<file path="config.mk">
export PLATFORM = sky130hd
export DESIGN_NAME = mar_rx
export DESIGN_NICKNAME = d
export VERILOG_FILES = /design/src/common/mar_pkg.sv /design/src/logic/mar_mem.sv /design/src/logic/mar_fifo.sv /design/src/logic/mar_rx.sv
export SDC_FILE = /design/constraint.sdc
export NUM_CORES = 2
export LEC_CHECK = 0
export BUFFER_PORTS_ARGS = -buffer_cell sky130_fd_sc_hd__buf_2
export CAP_MARGIN = 10
export CORE_ASPECT_RATIO = 1.75
export CORE_UTILIZATION = 40
export DETAILED_ROUTE_END_ITERATION = 8
export MAX_ROUTING_LAYER = met4
export PLACE_DENSITY_LB_ADDON = 0.3
export SLEW_MARGIN = 20
export SYNTH_ARGS = -nofsm -noshare
export SYNTH_HDL_FRONTEND = slang
export SYNTH_HIERARCHICAL = 1
export SYNTH_SLANG_ARGS = --single-unit
</file>
<file path="constraint.sdc">
create_clock -name SYS_CLK -period 4.7 [get_ports SYS_CLK]
set_input_delay 0.94 -clock SYS_CLK [delete_from_list [all_inputs] [get_ports SYS_CLK]]
set_output_delay 0.94 -clock SYS_CLK [all_outputs]
set_load 0.02 [all_outputs]
</file>
<file path="src/common/mar_pkg.sv">
/*
 * constants and types of the multichannel audio receiver
 * assumes: included by every design file through mar_pkg::*
 */
package mar_pkg;
   // ==========================================
   // register offsets (byte addresses)
   localparam logic [7:0] MAR_CTRL_OFS = 8'h04;
   localparam logic [7:0] MAR_TRANSFER_ENABLE_OFS = 8'h20;
   localparam logic [7:0] MAR_STAT_OFS = 8'h24;
   // ==========================================
   // audio_receive_control fields
   localparam int MAR_ROUTE0_LSB = 17;
   localparam int MAR_CHCNT_LSB = 15;
   localparam int MAR_PACK_BIT = 14;
   localparam int MAR_JUST_BIT = 12;
   localparam int MAR_ORDER_BIT = 11;
   localparam int MAR_SUBF_LSB = 9;
   localparam int MAR_PDLY_LSB = 7;
   localparam int MAR_FMT_LSB = 5;
   localparam int MAR_WIDTH_LSB = 0;
   localparam logic [31:0] MAR_CTRL_RST = 32'h01C8000F;
   localparam logic [31:0] MAR_FREE_MASK = 32'h01FF8000;
   localparam logic [31:0] MAR_LOCK_MASK = 32'h00005FFF;
   localparam int MAR_TRANSFER_ENABLE_RX_BIT = 1;
   localparam int MAR_STAT_LVL_LSB = 8;
   localparam int MAR_STAT_FSM_LSB = 16;
   localparam logic [4:0] MAR_WIDTH16 = 5'h0F;
   localparam logic [4:0] MAR_WIDTH32 = 5'h1F;
   localparam int MAR_PATHS = 4;
   localparam int MAR_WORD_W = 32;
   localparam int MAR_FIFO_DEPTH = 16;
   // ==========================================
   // encodings
   typedef enum logic [1:0] {
      MAR_FMT_I2S = 2'h0,
      MAR_FMT_PCM = 2'h1,
      MAR_FMT_TDM_PCM = 2'h2,
      MAR_FMT_TDM_I2S = 2'h3
   } mar_fmt_type;
   typedef enum logic [1:0] {
      MAR_SUB_STD = 2'h0,
      MAR_SUB_LJ = 2'h1,
      MAR_SUB_RJ = 2'h2,
      MAR_SUB_RSV = 2'h3
   } mar_sub_type;
   typedef enum logic [2:0] {
      MAR_ST_IDLE = 3'h1,
      MAR_ST_SKIP = 3'h2,
      MAR_ST_DATA = 3'h4
   } mar_fsm_type;
endpackage : mar_pkg

</file>
<file path="src/logic/mar_mem.sv">
/*
 * word memory of the receive FIFO, registered read data
 * assumes: one write and one read port, caller keeps addresses in range
 */
`timescale 1ns/1ps
module mar_mem
   import mar_pkg::*;
#(
   parameter int W = MAR_WORD_W,
   parameter int DEPTH = MAR_FIFO_DEPTH,
   parameter int AW = $clog2(DEPTH)
) (
   input wire logic clk,
   input wire logic rst,
   input wire logic wr_en,
   input wire logic [AW-1:0] wr_addr,
   input wire logic [W-1:0] wr_data,
   input wire logic rd_en,
   input wire logic [AW-1:0] rd_addr,
   output logic [W-1:0] rd_data
);
   logic [W-1:0] mem_ff [DEPTH];

   always_ff @(posedge clk) begin
      if (wr_en) begin
         mem_ff[wr_addr] <= wr_data;
      end
      if (rst) begin
         rd_data <= '0;
      end else if (rd_en) begin
         rd_data <= mem_ff[rd_addr];
      end
   end
endmodule : mar_mem

</file>
<file path="src/logic/mar_fifo.sv">
/*
 * receive FIFO: memory plus one registered output stage
 * assumes: one clock, synchronous reset; out_data stays while out_valid
 */
`timescale 1ns/1ps
module mar_fifo
   import mar_pkg::*;
#(
   parameter int W = MAR_WORD_W,
   parameter int DEPTH = MAR_FIFO_DEPTH,
   parameter int AW = $clog2(DEPTH)
) (
   input wire logic clk,
   input wire logic rst,
   input wire logic in_valid,
   input wire logic [W-1:0] in_data,
   output logic in_ready,
   output logic out_valid,
   output logic [W-1:0] out_data,
   input wire logic out_ready,
   output logic [AW:0] level
);
   typedef struct packed {
      logic [AW-1:0] wptr;
      logic [AW-1:0] rptr;
      logic [AW:0] cnt;
      logic ovalid;
      logic rdpend;
   } mar_fifo_state_type;

   mar_fifo_state_type state_ff;
   mar_fifo_state_type nxt_state;
   logic wr;
   logic rd;
   logic pop;

   assign in_ready = state_ff.cnt != (AW+1)'(DEPTH);
   assign wr = in_valid && in_ready;
   assign pop = state_ff.ovalid && out_ready;
   // one read in flight: trades half throughput for a simple output stage
   assign rd = (!state_ff.ovalid || pop) && !state_ff.rdpend && state_ff.cnt != '0;
   assign out_valid = state_ff.ovalid;
   assign level = state_ff.cnt;

   always_comb begin
      nxt_state = state_ff;
      if (wr) begin
         nxt_state.wptr = state_ff.wptr + 1'b1;
      end
      if (rd) begin
         nxt_state.rptr = state_ff.rptr + 1'b1;
      end
      nxt_state.cnt = state_ff.cnt + (AW+1)'(wr) - (AW+1)'(rd);
      if (pop) begin
         nxt_state.ovalid = 1'b0;
      end
      if (state_ff.rdpend) begin
         nxt_state.ovalid = 1'b1;
      end
      nxt_state.rdpend = rd;
   end

   always_ff @(posedge clk) begin
      if (rst) begin
         state_ff <= '0;
      end else begin
         state_ff <= nxt_state;
      end
   end

   mar_mem #(.W(W), .DEPTH(DEPTH), .AW(AW)) u_mem (
      .clk(clk),
      .rst(rst),
      .wr_en(wr),
      .wr_addr(state_ff.wptr),
      .wr_data(in_data),
      .rd_en(rd),
      .rd_addr(state_ff.rptr),
      .rd_data(out_data)
   );
endmodule : mar_fifo

</file>
<file path="src/logic/mar_rx.sv">
/*
 * receive side of an eight-channel serial audio port: routing, framing,
 * sample assembly, packing, justification and the receive FIFO
 * assumes: bit clock and frame clock come from the far side, far slower
 * than SYS_CLK; data sampled on the rising bit clock edge
 */
// Operation
// - each path takes the serial input picked by its own 2-bit route, reset path n to input n.
// - in TDM only path zero receives and the upper routes are ignored.
// - halfword packing only matters when the sample width is 16 bits.
// - unpacked 16-bit samples pair as left in bits 15:0 and right in bits 31:16.
// - packed 16-bit samples give one sample per word in the low 16 bits.
// - narrower samples are right-justified when justification is 0, left when 1.
// - for 16-bit samples justification has no effect, packed or unpacked.
// - the I2S sub-format picks standard, left- or right-justified framing.
// - the PCM delay field picks a 0 to 3 bit delay, only in PCM format.
// - the frame format picks I2S, PCM, TDM-PCM or TDM-I2S, reset I2S.
// - sample width is code plus one bits for codes 15 to 31, reset 16 bits.
// - format fields take writes only while receive transfer is disabled.
`timescale 1ns/1ps
module mar_rx
   import mar_pkg::*;
#(
   parameter int FIFO_DEPTH = MAR_FIFO_DEPTH
) (
   input wire logic SYS_CLK,
   input wire logic RST,
   input wire logic [7:0] REG_ADDR,
   input wire logic [31:0] REG_WDATA,
   input wire logic REG_WR,
   input wire logic REG_RD,
   output logic [31:0] REG_RDATA,
   input wire logic BIT_CLK,
   input wire logic FRAME_CLK,
   input wire logic [3:0] SERIAL_INPUT,
   output logic [31:0] RX_DATA,
   output logic RX_VALID,
   input wire logic RX_READY
);
   localparam int LW = $clog2(FIFO_DEPTH) + 1;

   typedef struct packed {
      logic [5:0] sync1;
      logic [5:0] sync2;
      logic bclk_d;
      logic fclk_prev;
      mar_fsm_type fsm;
      logic [1:0] skip;
      logic [4:0] col;
      logic [3:0] slot;
      logic [3:0][31:0] sh;
      logic [3:0][15:0] half;
      logic [3:0][31:0] hold;
      logic [3:0] pend;
      logic [31:0] ctrl;
      logic [1:0] transfer_enable;
      logic ovf;
      logic [31:0] rdata;
   } mar_rx_state_type;

   mar_rx_state_type state_ff;
   mar_rx_state_type nxt_state;

   // ==========================================
   // control field views
   mar_fmt_type fmt;
   mar_sub_type subf;
   logic [1:0] pdly;
   logic [1:0] chcnt;
   logic [4:0] wcode;
   logic [4:0] sh_amt;
   logic pack;
   logic just;
   logic lsb_first;
   logic rx_on;
   logic tdm;
   logic w16;
   logic rj;
   logic [1:0] dly;
   logic [3:0] nslot;
   logic [3:0] act_mask;
   logic [31:0] wmask;

   assign fmt = mar_fmt_type'(state_ff.ctrl[MAR_FMT_LSB +: 2]);
   assign subf = mar_sub_type'(state_ff.ctrl[MAR_SUBF_LSB +: 2]);
   assign pdly = state_ff.ctrl[MAR_PDLY_LSB +: 2];
   assign chcnt = state_ff.ctrl[MAR_CHCNT_LSB +: 2];
   assign wcode = state_ff.ctrl[MAR_WIDTH_LSB +: 5];
   assign sh_amt = MAR_WIDTH32 - wcode;
   assign pack = state_ff.ctrl[MAR_PACK_BIT];
   assign just = state_ff.ctrl[MAR_JUST_BIT];
   assign lsb_first = state_ff.ctrl[MAR_ORDER_BIT];
   assign rx_on = state_ff.transfer_enable[MAR_TRANSFER_ENABLE_RX_BIT];
   assign tdm = fmt[1];
   assign w16 = wcode == MAR_WIDTH16;
   assign rj = fmt == MAR_FMT_I2S && subf == MAR_SUB_RJ;

   // sub-format and pcm delay pick the skip count
   always_comb begin
      case (fmt)
         MAR_FMT_I2S: dly = (subf == MAR_SUB_LJ) ? 2'h0 : 2'h1;
         MAR_FMT_PCM: dly = pdly;
         MAR_FMT_TDM_PCM: dly = 2'h0;
         MAR_FMT_TDM_I2S: dly = 2'h1;
         default: dly = 2'h1;
      endcase
   end

   assign nslot = (fmt == MAR_FMT_I2S) ? 4'h1 :
                  (fmt == MAR_FMT_PCM) ? 4'h2 : 4'({chcnt, 1'b0}) + 4'h2;
   assign act_mask = tdm ? 4'h1 : {chcnt == 2'h3, chcnt[1], chcnt != 2'h0, 1'b1};
   assign wmask = rx_on ? MAR_FREE_MASK : (MAR_FREE_MASK | MAR_LOCK_MASK);

   // ==========================================
   // link sampling
   logic bit_edge;
   logic fclk;
   logic [3:0] sd;
   logic frame_ev;

   assign bit_edge = state_ff.sync2[0] && !state_ff.bclk_d;
   assign fclk = state_ff.sync2[1];
   assign sd = state_ff.sync2[5:2];
   assign frame_ev = (fmt == MAR_FMT_I2S) ? (fclk != state_ff.fclk_prev) :
                     (fclk && !state_ff.fclk_prev);

   // ==========================================
   // per path assembly
   logic [3:0] pbit;
   logic [3:0][31:0] shin;
   logic [3:0][31:0] raw;
   logic [3:0][31:0] pword;
   logic [3:0][15:0] phalf;
   logic [1:0] route1;

   assign route1 = state_ff.ctrl[MAR_ROUTE0_LSB + 2 +: 2];

   genvar gi;
   for (gi = 0; gi < MAR_PATHS; gi++) begin : g_path
      logic [1:0] route;
      logic [31:0] src;
      assign route = state_ff.ctrl[MAR_ROUTE0_LSB + 2*gi +: 2];
      assign pbit[gi] = sd[route];
      assign shin[gi] = lsb_first ? {pbit[gi], state_ff.sh[gi][31:1]} :
                                    {state_ff.sh[gi][30:0], pbit[gi]};
      assign src = rj ? state_ff.sh[gi] : shin[gi];
      assign raw[gi] = lsb_first ? (src >> sh_amt) : (src & (32'hFFFFFFFF >> sh_amt));
      assign phalf[gi] = raw[gi][15:0];
      // pair, packed low half, justify other widths
      assign pword[gi] = (w16 && !pack) ? {raw[gi][15:0], state_ff.half[gi]} :
                         (w16 || !just) ? raw[gi] : (raw[gi] << sh_amt);
   end

   // ==========================================
   // receive sequencing and FIFO feed
   mar_fsm_type st_now;
   logic [1:0] skip_now;
   logic [4:0] col_now;
   logic [3:0] slot_now;
   logic cap;
   logic cap_left;
   logic [1:0] idx;
   logic push_valid;
   logic [31:0] push_data;
   logic fifo_ready;
   logic [LW-1:0] fifo_level;

   assign idx = state_ff.pend[0] ? 2'h0 : state_ff.pend[1] ? 2'h1 :
                state_ff.pend[2] ? 2'h2 : 2'h3;
   assign push_valid = |state_ff.pend;
   assign push_data = state_ff.hold[idx];

   always_comb begin
      nxt_state = state_ff;
      cap = 1'b0;
      cap_left = 1'b0;
      st_now = state_ff.fsm;
      skip_now = state_ff.skip;
      col_now = state_ff.col;
      slot_now = state_ff.slot;
      nxt_state.sync1 = {SERIAL_INPUT, FRAME_CLK, BIT_CLK};
      nxt_state.sync2 = state_ff.sync1;
      nxt_state.bclk_d = state_ff.sync2[0];
      if (frame_ev) begin
         st_now = (dly == 2'h0) ? MAR_ST_DATA : MAR_ST_SKIP;
         skip_now = dly;
         col_now = 5'h00;
         slot_now = (fmt == MAR_FMT_I2S) ? {3'h0, fclk} : 4'h0;
      end
      if (!rx_on) begin
         nxt_state.fsm = MAR_ST_IDLE;
         nxt_state.fclk_prev = fclk;
      end else if (bit_edge) begin
         nxt_state.fclk_prev = fclk;
         nxt_state.slot = slot_now;
         nxt_state.col = col_now;
         nxt_state.skip = skip_now;
         if (rj) begin
            // right-justified: the word ends at the frame edge
            nxt_state.sh = shin;
            cap = frame_ev;
            cap_left = !state_ff.fclk_prev;
         end else begin
            case (st_now)
               MAR_ST_SKIP: begin
                  nxt_state.skip = skip_now - 2'h1;
                  nxt_state.fsm = (skip_now == 2'h1) ? MAR_ST_DATA : MAR_ST_SKIP;
               end
               MAR_ST_DATA: begin
                  nxt_state.sh = shin;
                  nxt_state.col = col_now + 5'h01;
                  nxt_state.fsm = MAR_ST_DATA;
                  // sample ends after code plus one bits
                  if (col_now == wcode) begin
                     cap = 1'b1;
                     cap_left = !slot_now[0];
                     nxt_state.col = 5'h00;
                     nxt_state.slot = slot_now + 4'h1;
                     if (slot_now + 4'h1 >= nslot) begin
                        nxt_state.fsm = MAR_ST_IDLE;
                     end
                  end
               end
               default: nxt_state.fsm = MAR_ST_IDLE;
            endcase
         end
      end
      if (push_valid && fifo_ready) begin
         nxt_state.pend[idx] = 1'b0;
      end
      // register writes honour the lock mask
      if (REG_WR) begin
         case (REG_ADDR)
            MAR_CTRL_OFS: nxt_state.ctrl = (state_ff.ctrl & ~wmask) | (REG_WDATA & wmask);
            MAR_TRANSFER_ENABLE_OFS: nxt_state.transfer_enable = REG_WDATA[1:0];
            MAR_STAT_OFS: nxt_state.ovf = state_ff.ovf && !REG_WDATA[0];
            default: ;
         endcase
      end
      if (cap) begin
         // left half waits for its right partner
         if (w16 && !pack && cap_left) begin
            nxt_state.half = phalf;
         end else begin
            // overrun: the far side cannot be stalled, so the old words are lost
            if (|nxt_state.pend) begin
               nxt_state.ovf = 1'b1;
            end
            nxt_state.hold = pword;
            nxt_state.pend = act_mask;
         end
      end
      nxt_state.rdata = 32'h00000000;
      if (REG_RD) begin
         case (REG_ADDR)
            MAR_CTRL_OFS: nxt_state.rdata = state_ff.ctrl;
            MAR_TRANSFER_ENABLE_OFS: nxt_state.rdata = {30'h0, state_ff.transfer_enable};
            MAR_STAT_OFS: begin
               nxt_state.rdata[0] = state_ff.ovf;
               nxt_state.rdata[MAR_STAT_LVL_LSB +: LW] = fifo_level;
               nxt_state.rdata[MAR_STAT_FSM_LSB +: 3] = state_ff.fsm;
            end
            default: nxt_state.rdata = 32'h00000000;
         endcase
      end
   end

   always_ff @(posedge SYS_CLK) begin
      if (RST) begin
         state_ff <= '0;
         state_ff.ctrl <= MAR_CTRL_RST;
         state_ff.fsm <= MAR_ST_IDLE;
      end else begin
         state_ff <= nxt_state;
      end
   end

   assign REG_RDATA = state_ff.rdata;

   mar_fifo #(.W(MAR_WORD_W), .DEPTH(FIFO_DEPTH)) u_fifo (
      .clk(SYS_CLK),
      .rst(RST),
      .in_valid(push_valid),
      .in_data(push_data),
      .in_ready(fifo_ready),
      .out_valid(RX_VALID),
      .out_data(RX_DATA),
      .out_ready(RX_READY),
      .level(fifo_level)
   );
endmodule : mar_rx

</file>
==> results <==
- The number of cells on the worst hold path is 2.
- Across the VDD grid, the largest voltage drop is around 360 uV.
- OpenSTA, run right after detailed placement, puts the worst setup slack at 74.5 ps.
- The number of distinct standard cells referenced by the synthesized netlist is 115.
- The maximum clock insertion buffer count is 3.
- Dividing the synthesized area by the synthesized cell count gives 9.53 um2.
- Setup violations remaining at the end of the flow were counted as 0.
- The run finished with clean final reports.
- The warning count from the yosys run is 6.
- The routed via count divided by cell count is 6.58.
- The tool flagged a number of max-cap violations equal to 0.
- TritonCTS built the clock tree.
- The proportion of synthesized flip-flops having asynchronous set or reset is 0.
- The critical path goes through or4b_4 -> buf_12 -> buf_12 -> mux2_1 -> mux4_2 -> a221o_1 -> buf_4 -> a22oi_1 -> buf_4 -> a31oi_1 -> a222oi_1 -> a211oi_1 -> a22o_1.
- Of all nets on the critical path, the largest fanout is 44.
- The number of global-route vias before repair is approximately 59000.
- Compared with the post-synthesis result, the final layout area differs by 23.6%.
- The count of endpoints failing hold in the final timing report is 0.
- The detailed-routing iteration count for the pre-antenna-repair pass is 9.
- The setup path with the least slack is of type reg -> reg.
- The largest single stage delay on the critical path is 600 ps.
- In this run the clock root is driven by a clkbuf_16.
- Data on the critical path is required at its endpoint by 5360 ps.
- Timing would allow up to 215 MHz.
- The global placer's final weighted congestion is 1.12.
- After clock tree synthesis, the clock-pin slew on the worst setup and hold paths is around 70 ps.
- The width of the die is 296 um.
- After synthesis the cells add up to roughly 60000 um2.
- For this configuration, the core starts out at a cell density of 0.403.
- The die covers roughly 150000 um2.
- CTS built an H-tree with a depth of 3.
- For flop-to-flop paths, the worst setup slack is roughly 42 ps.
- The final global-route overflow total is 0.
- Of the cells placed in the final design, the portion with a size suffix greater than 1 is 0.283.
- The total number of vias is 61320.
- The number of primary I/O pins is 116.
- In the finished design, the share of the clock period the worst path needs comes to 0.991.
- The detailed router finished its first iteration with around 6500 violations.
- Data on the critical path arrives at its endpoint at 5320 ps.
- For the worst-skew pair, the clock arrives at the later sink with an insertion delay of 770 ps.
- Row generation in the floorplan step produced 188 rows.
- The total power after layout is around 19 mW.
- The cell count after placement is 9122.
- Buffers inserted during clock tree synthesis total 88.
- The filler cells instantiated in the layout total 14158.
- The analysis attributes to cell leakage a power of 27.6 nW.
- The area fraction of the dominant cell type after synthesis is 0.255.
- The part of the Yosys area used for sequential elements is 0.404.
- The final HPWL from detailed placement is about 280 mm.
- Hold timing on the final database bottoms out at a slack of around 400 ps.
- The cell count of the worst reg-to-reg path is 13.
- The path with the worst hold slack has its endpoint at nxt_state[411]$_SDFF_PP0_.
- In this run the critical register-to-register path is captured at state_ff[128]$_SDFFE_PP0P_.
- The initial antenna violation count was 15.
- The post-layout instance count excluding filler cells is ~9300.
- Counting every sink on the clock net gives 962.
- For this run, design rule violations remaining after detail routing come to 0.
- The critical path launch point type is a flip-flop.
- Counting I/O delays and the setup requirement, the final critical path takes 4660 ps.
- The critical path endpoint category is a flip-flop.
- Setup repair after global routing left no endpoint under its margin.
- The post-synthesis cell count is 6334.
- The final routed wire length divided by cell count is 38.6 um.
- The slack of the critical path is around 42 ps.
- The max-slew violation count is 0.
- The first global-routing pass estimated 491 mm of wire.
- Summed over all instances, the cell type with the most area after synthesis is edfxtp_1.
- The detailed-route wire length is 359 mm.
- The standard cell core area is 150000 um2.
- On the critical path the largest part of the delay comes from compound AO/OA/AOI/OAI gates.
- The slew of the pin with the lowest slew margin is between 1000 and 1500 ps.
- After the last flow step, the layout net total stands at 7294.
- The hold buffer count at CTS is 0.
- Headroom to the max-slew limit came out at 0.154.
- The dominant register cell in the synthesized netlist is edfxtp_1.
- By area the synthesized netlist is led by edfxtp_1, dfxtp_1, mux2i_1.
- The critical path crosses 13 cells after its start point.
- The number of enable flip-flop cells after synthesis is approximately 510.
- In this run, synthesis produced a sequential element count of approximately 960.
- In the global route stage, overall resource usage came out at 0.481.
- Clock skew on the completed layout was measured at 52.9 ps.
- In this run the most critical hold path is launched from SERIAL_INPUT[2].
- Measured along the y axis, the die boundary spans 516 um.
- The master of the slowest instance on the critical path is or4b_4.
- The combined buffer and inverter count along the critical path is 4.
- The power density over the cells is 250 nW/um2.
- The number of nets with antenna violations after detailed routing is 0.
- The worst hold-check path type is in -> reg.
- The pin count of the biggest net entering global routing is about 120.
- Port buffering added 99 buffers.
## worst reg2reg max path, cell delays in order, from the launching register on
cell,delay (ps)
dfxtp_1,310
or4b_4,600
buf_12,200
buf_12,330
mux2_1,410
mux4_2,560
a221o_1,430
buf_4,180
a22oi_1,360
buf_4,190
a31oi_1,100
a222oi_1,500
a211oi_1,170
a22o_1,230
## final cells by class
class                   instances  area [um2]  area share
multi-input cells            4757       33400       0.447
flip-flops and latches        962       24400       0.327
repair buffers               1374       11100       0.148
well taps                    1995        2500      0.0335
clock buffers                 119        2470      0.0331
clock inverters                47         554     0.00743
inverters                      40         165     0.00221
diodes                         21        52.6    0.000705
## state kept, by name (all words and copies together), names as in the netlist, named ones only
register and flops:
chcnt 2, REG_RDATA 24, u_fifo/out_valid 1, g_path.route 8, u_fifo/level 5, state_ff 342
sd 4, fclk 1, rx_on 1, u_fifo/u_mem/rd_data 32, u_fifo/state_ff 9, nxt_state 7
u_fifo/u_mem/mem_ff 512
## per-layer routing
layer	track usage	share of wire
met1	0.505	0.35
met2	0.735	0.45
met3	0.0873	0.067
met4	0.508	0.13
met5	-	0
## kinds of logic (layout without fill, tap and decap cells)
kind of cell               Yosys count  count (layout)  share of synthesized area
and+or+nand+nor                   2011            2011                      0.148
AOI/OAI and AO/OA                 1810            1810                      0.207
DFF                                962             962                      0.404
muxes                              895             895                      0.185
buffers and inverters              622            1580                     0.0498
adders and majority gates           21              21                    0.00444
xor gates and xnor gates            12              12                    0.00174
other                                1              29                  0.0000622
## synthesized netlist by cell type, types with 16 or more instances
master / n
a2bb2oi_1: 25
a31oi_1: 55
a21oi_1: 362
dfxtp_1: 450
a221o_1: 19
a221oi_1: 56
a22o_1: 28
nor4_1: 21
o31ai_1: 27
mux2i_1: 514
o21a_1: 19
a211o_1: 30
a32oi_1: 19
buf_1: 63
clkbuf_1: 340
o2111ai_1: 21
a211oi_1: 131
mux2_2: 220
mux4_2: 149
or3_1: 33
o22ai_1: 134
a21o_1: 35
buf_4: 53
nand2_1: 564
a22oi_1: 146
or2_2: 29
buf_6: 35
nor2b_1: 37
buf_2: 82
and2_1: 45
ha_1: 19
edfxtp_1: 512
o21ai_0: 307
o2bb2ai_1: 19
o211ai_1: 70
nor3_1: 236
nand3_1: 177
nor2_1: 767
o221a_2: 16
o31a_1: 18
nand2b_1: 24
inv_1: 36
o22a_1: 17
o32ai_1: 21
o221ai_1: 60
## per-stage QoR
| stage | util | instance area (um2) | TNS, ps |
|---|---|---|---|
| 6_report | 0.498 | 74600 | 0 |
| 3_5_place_dp | 0.476 | 71300 | 0 |
| 3_3_place_gp | 0.476 | 71300 | -65.6 |
| 2_1_floorplan | - | 60400 | 0 |
| 4_1_cts | 0.496 | 74300 | 0 |
| 5_1_grt | 0.498 | 74600 | 0 |
## report_power, final
| group | total (mW) | internal, mW | switching (mW) |
|---|---|---|---|
| clock | 7.71 | 4.22 | 3.49 |
| sequential | 9.09 | 8.91 | 0.176 |
| combinational | 1.87 | 0.672 | 1.20 |
## worst max path at each step
stage          slack (ps)                                  end
2_1_floorplan          70  u_fifo/u_mem/mem_ff[0][0]$_DFFE_PP_
3_3_place_gp          -70           state_ff[163]$_SDFFE_PP0P_
3_5_place_dp           70           state_ff[165]$_SDFFE_PP0P_
4_1_cts                50           state_ff[149]$_SDFFE_PP0P_
5_1_grt               0.3            state_ff[88]$_SDFFE_PP0P_
6_report               40           state_ff[128]$_SDFFE_PP0P_
## layout by cell type (no fill, tap or decap), types with 35 or more instances in the layout
master and n:
a211oi_1 129, a21o_1 35, a21oi_1 356, a221oi_1 54, a22oi_1 146, a31oi_1 55, and2_1 43, buf_12 78
buf_2 98, buf_4 1195, clkbuf_16 90, dfxtp_1 440, edfxtp_1 512, mux2_2 220, mux2i_1 507, mux4_2 149
nand2_1 561, nand3_1 176, nor2_1 743, nor3_1 228, o211ai_1 70, o21ai_0 286, o221ai_1 60, o22ai_1 133
## repair_timing
action,in CTS,in global routing
buffers inserted,0,5
endpoints found under the setup margin,0,48
gates resized for setup,0,37
(Power assumes the default switching activity.)
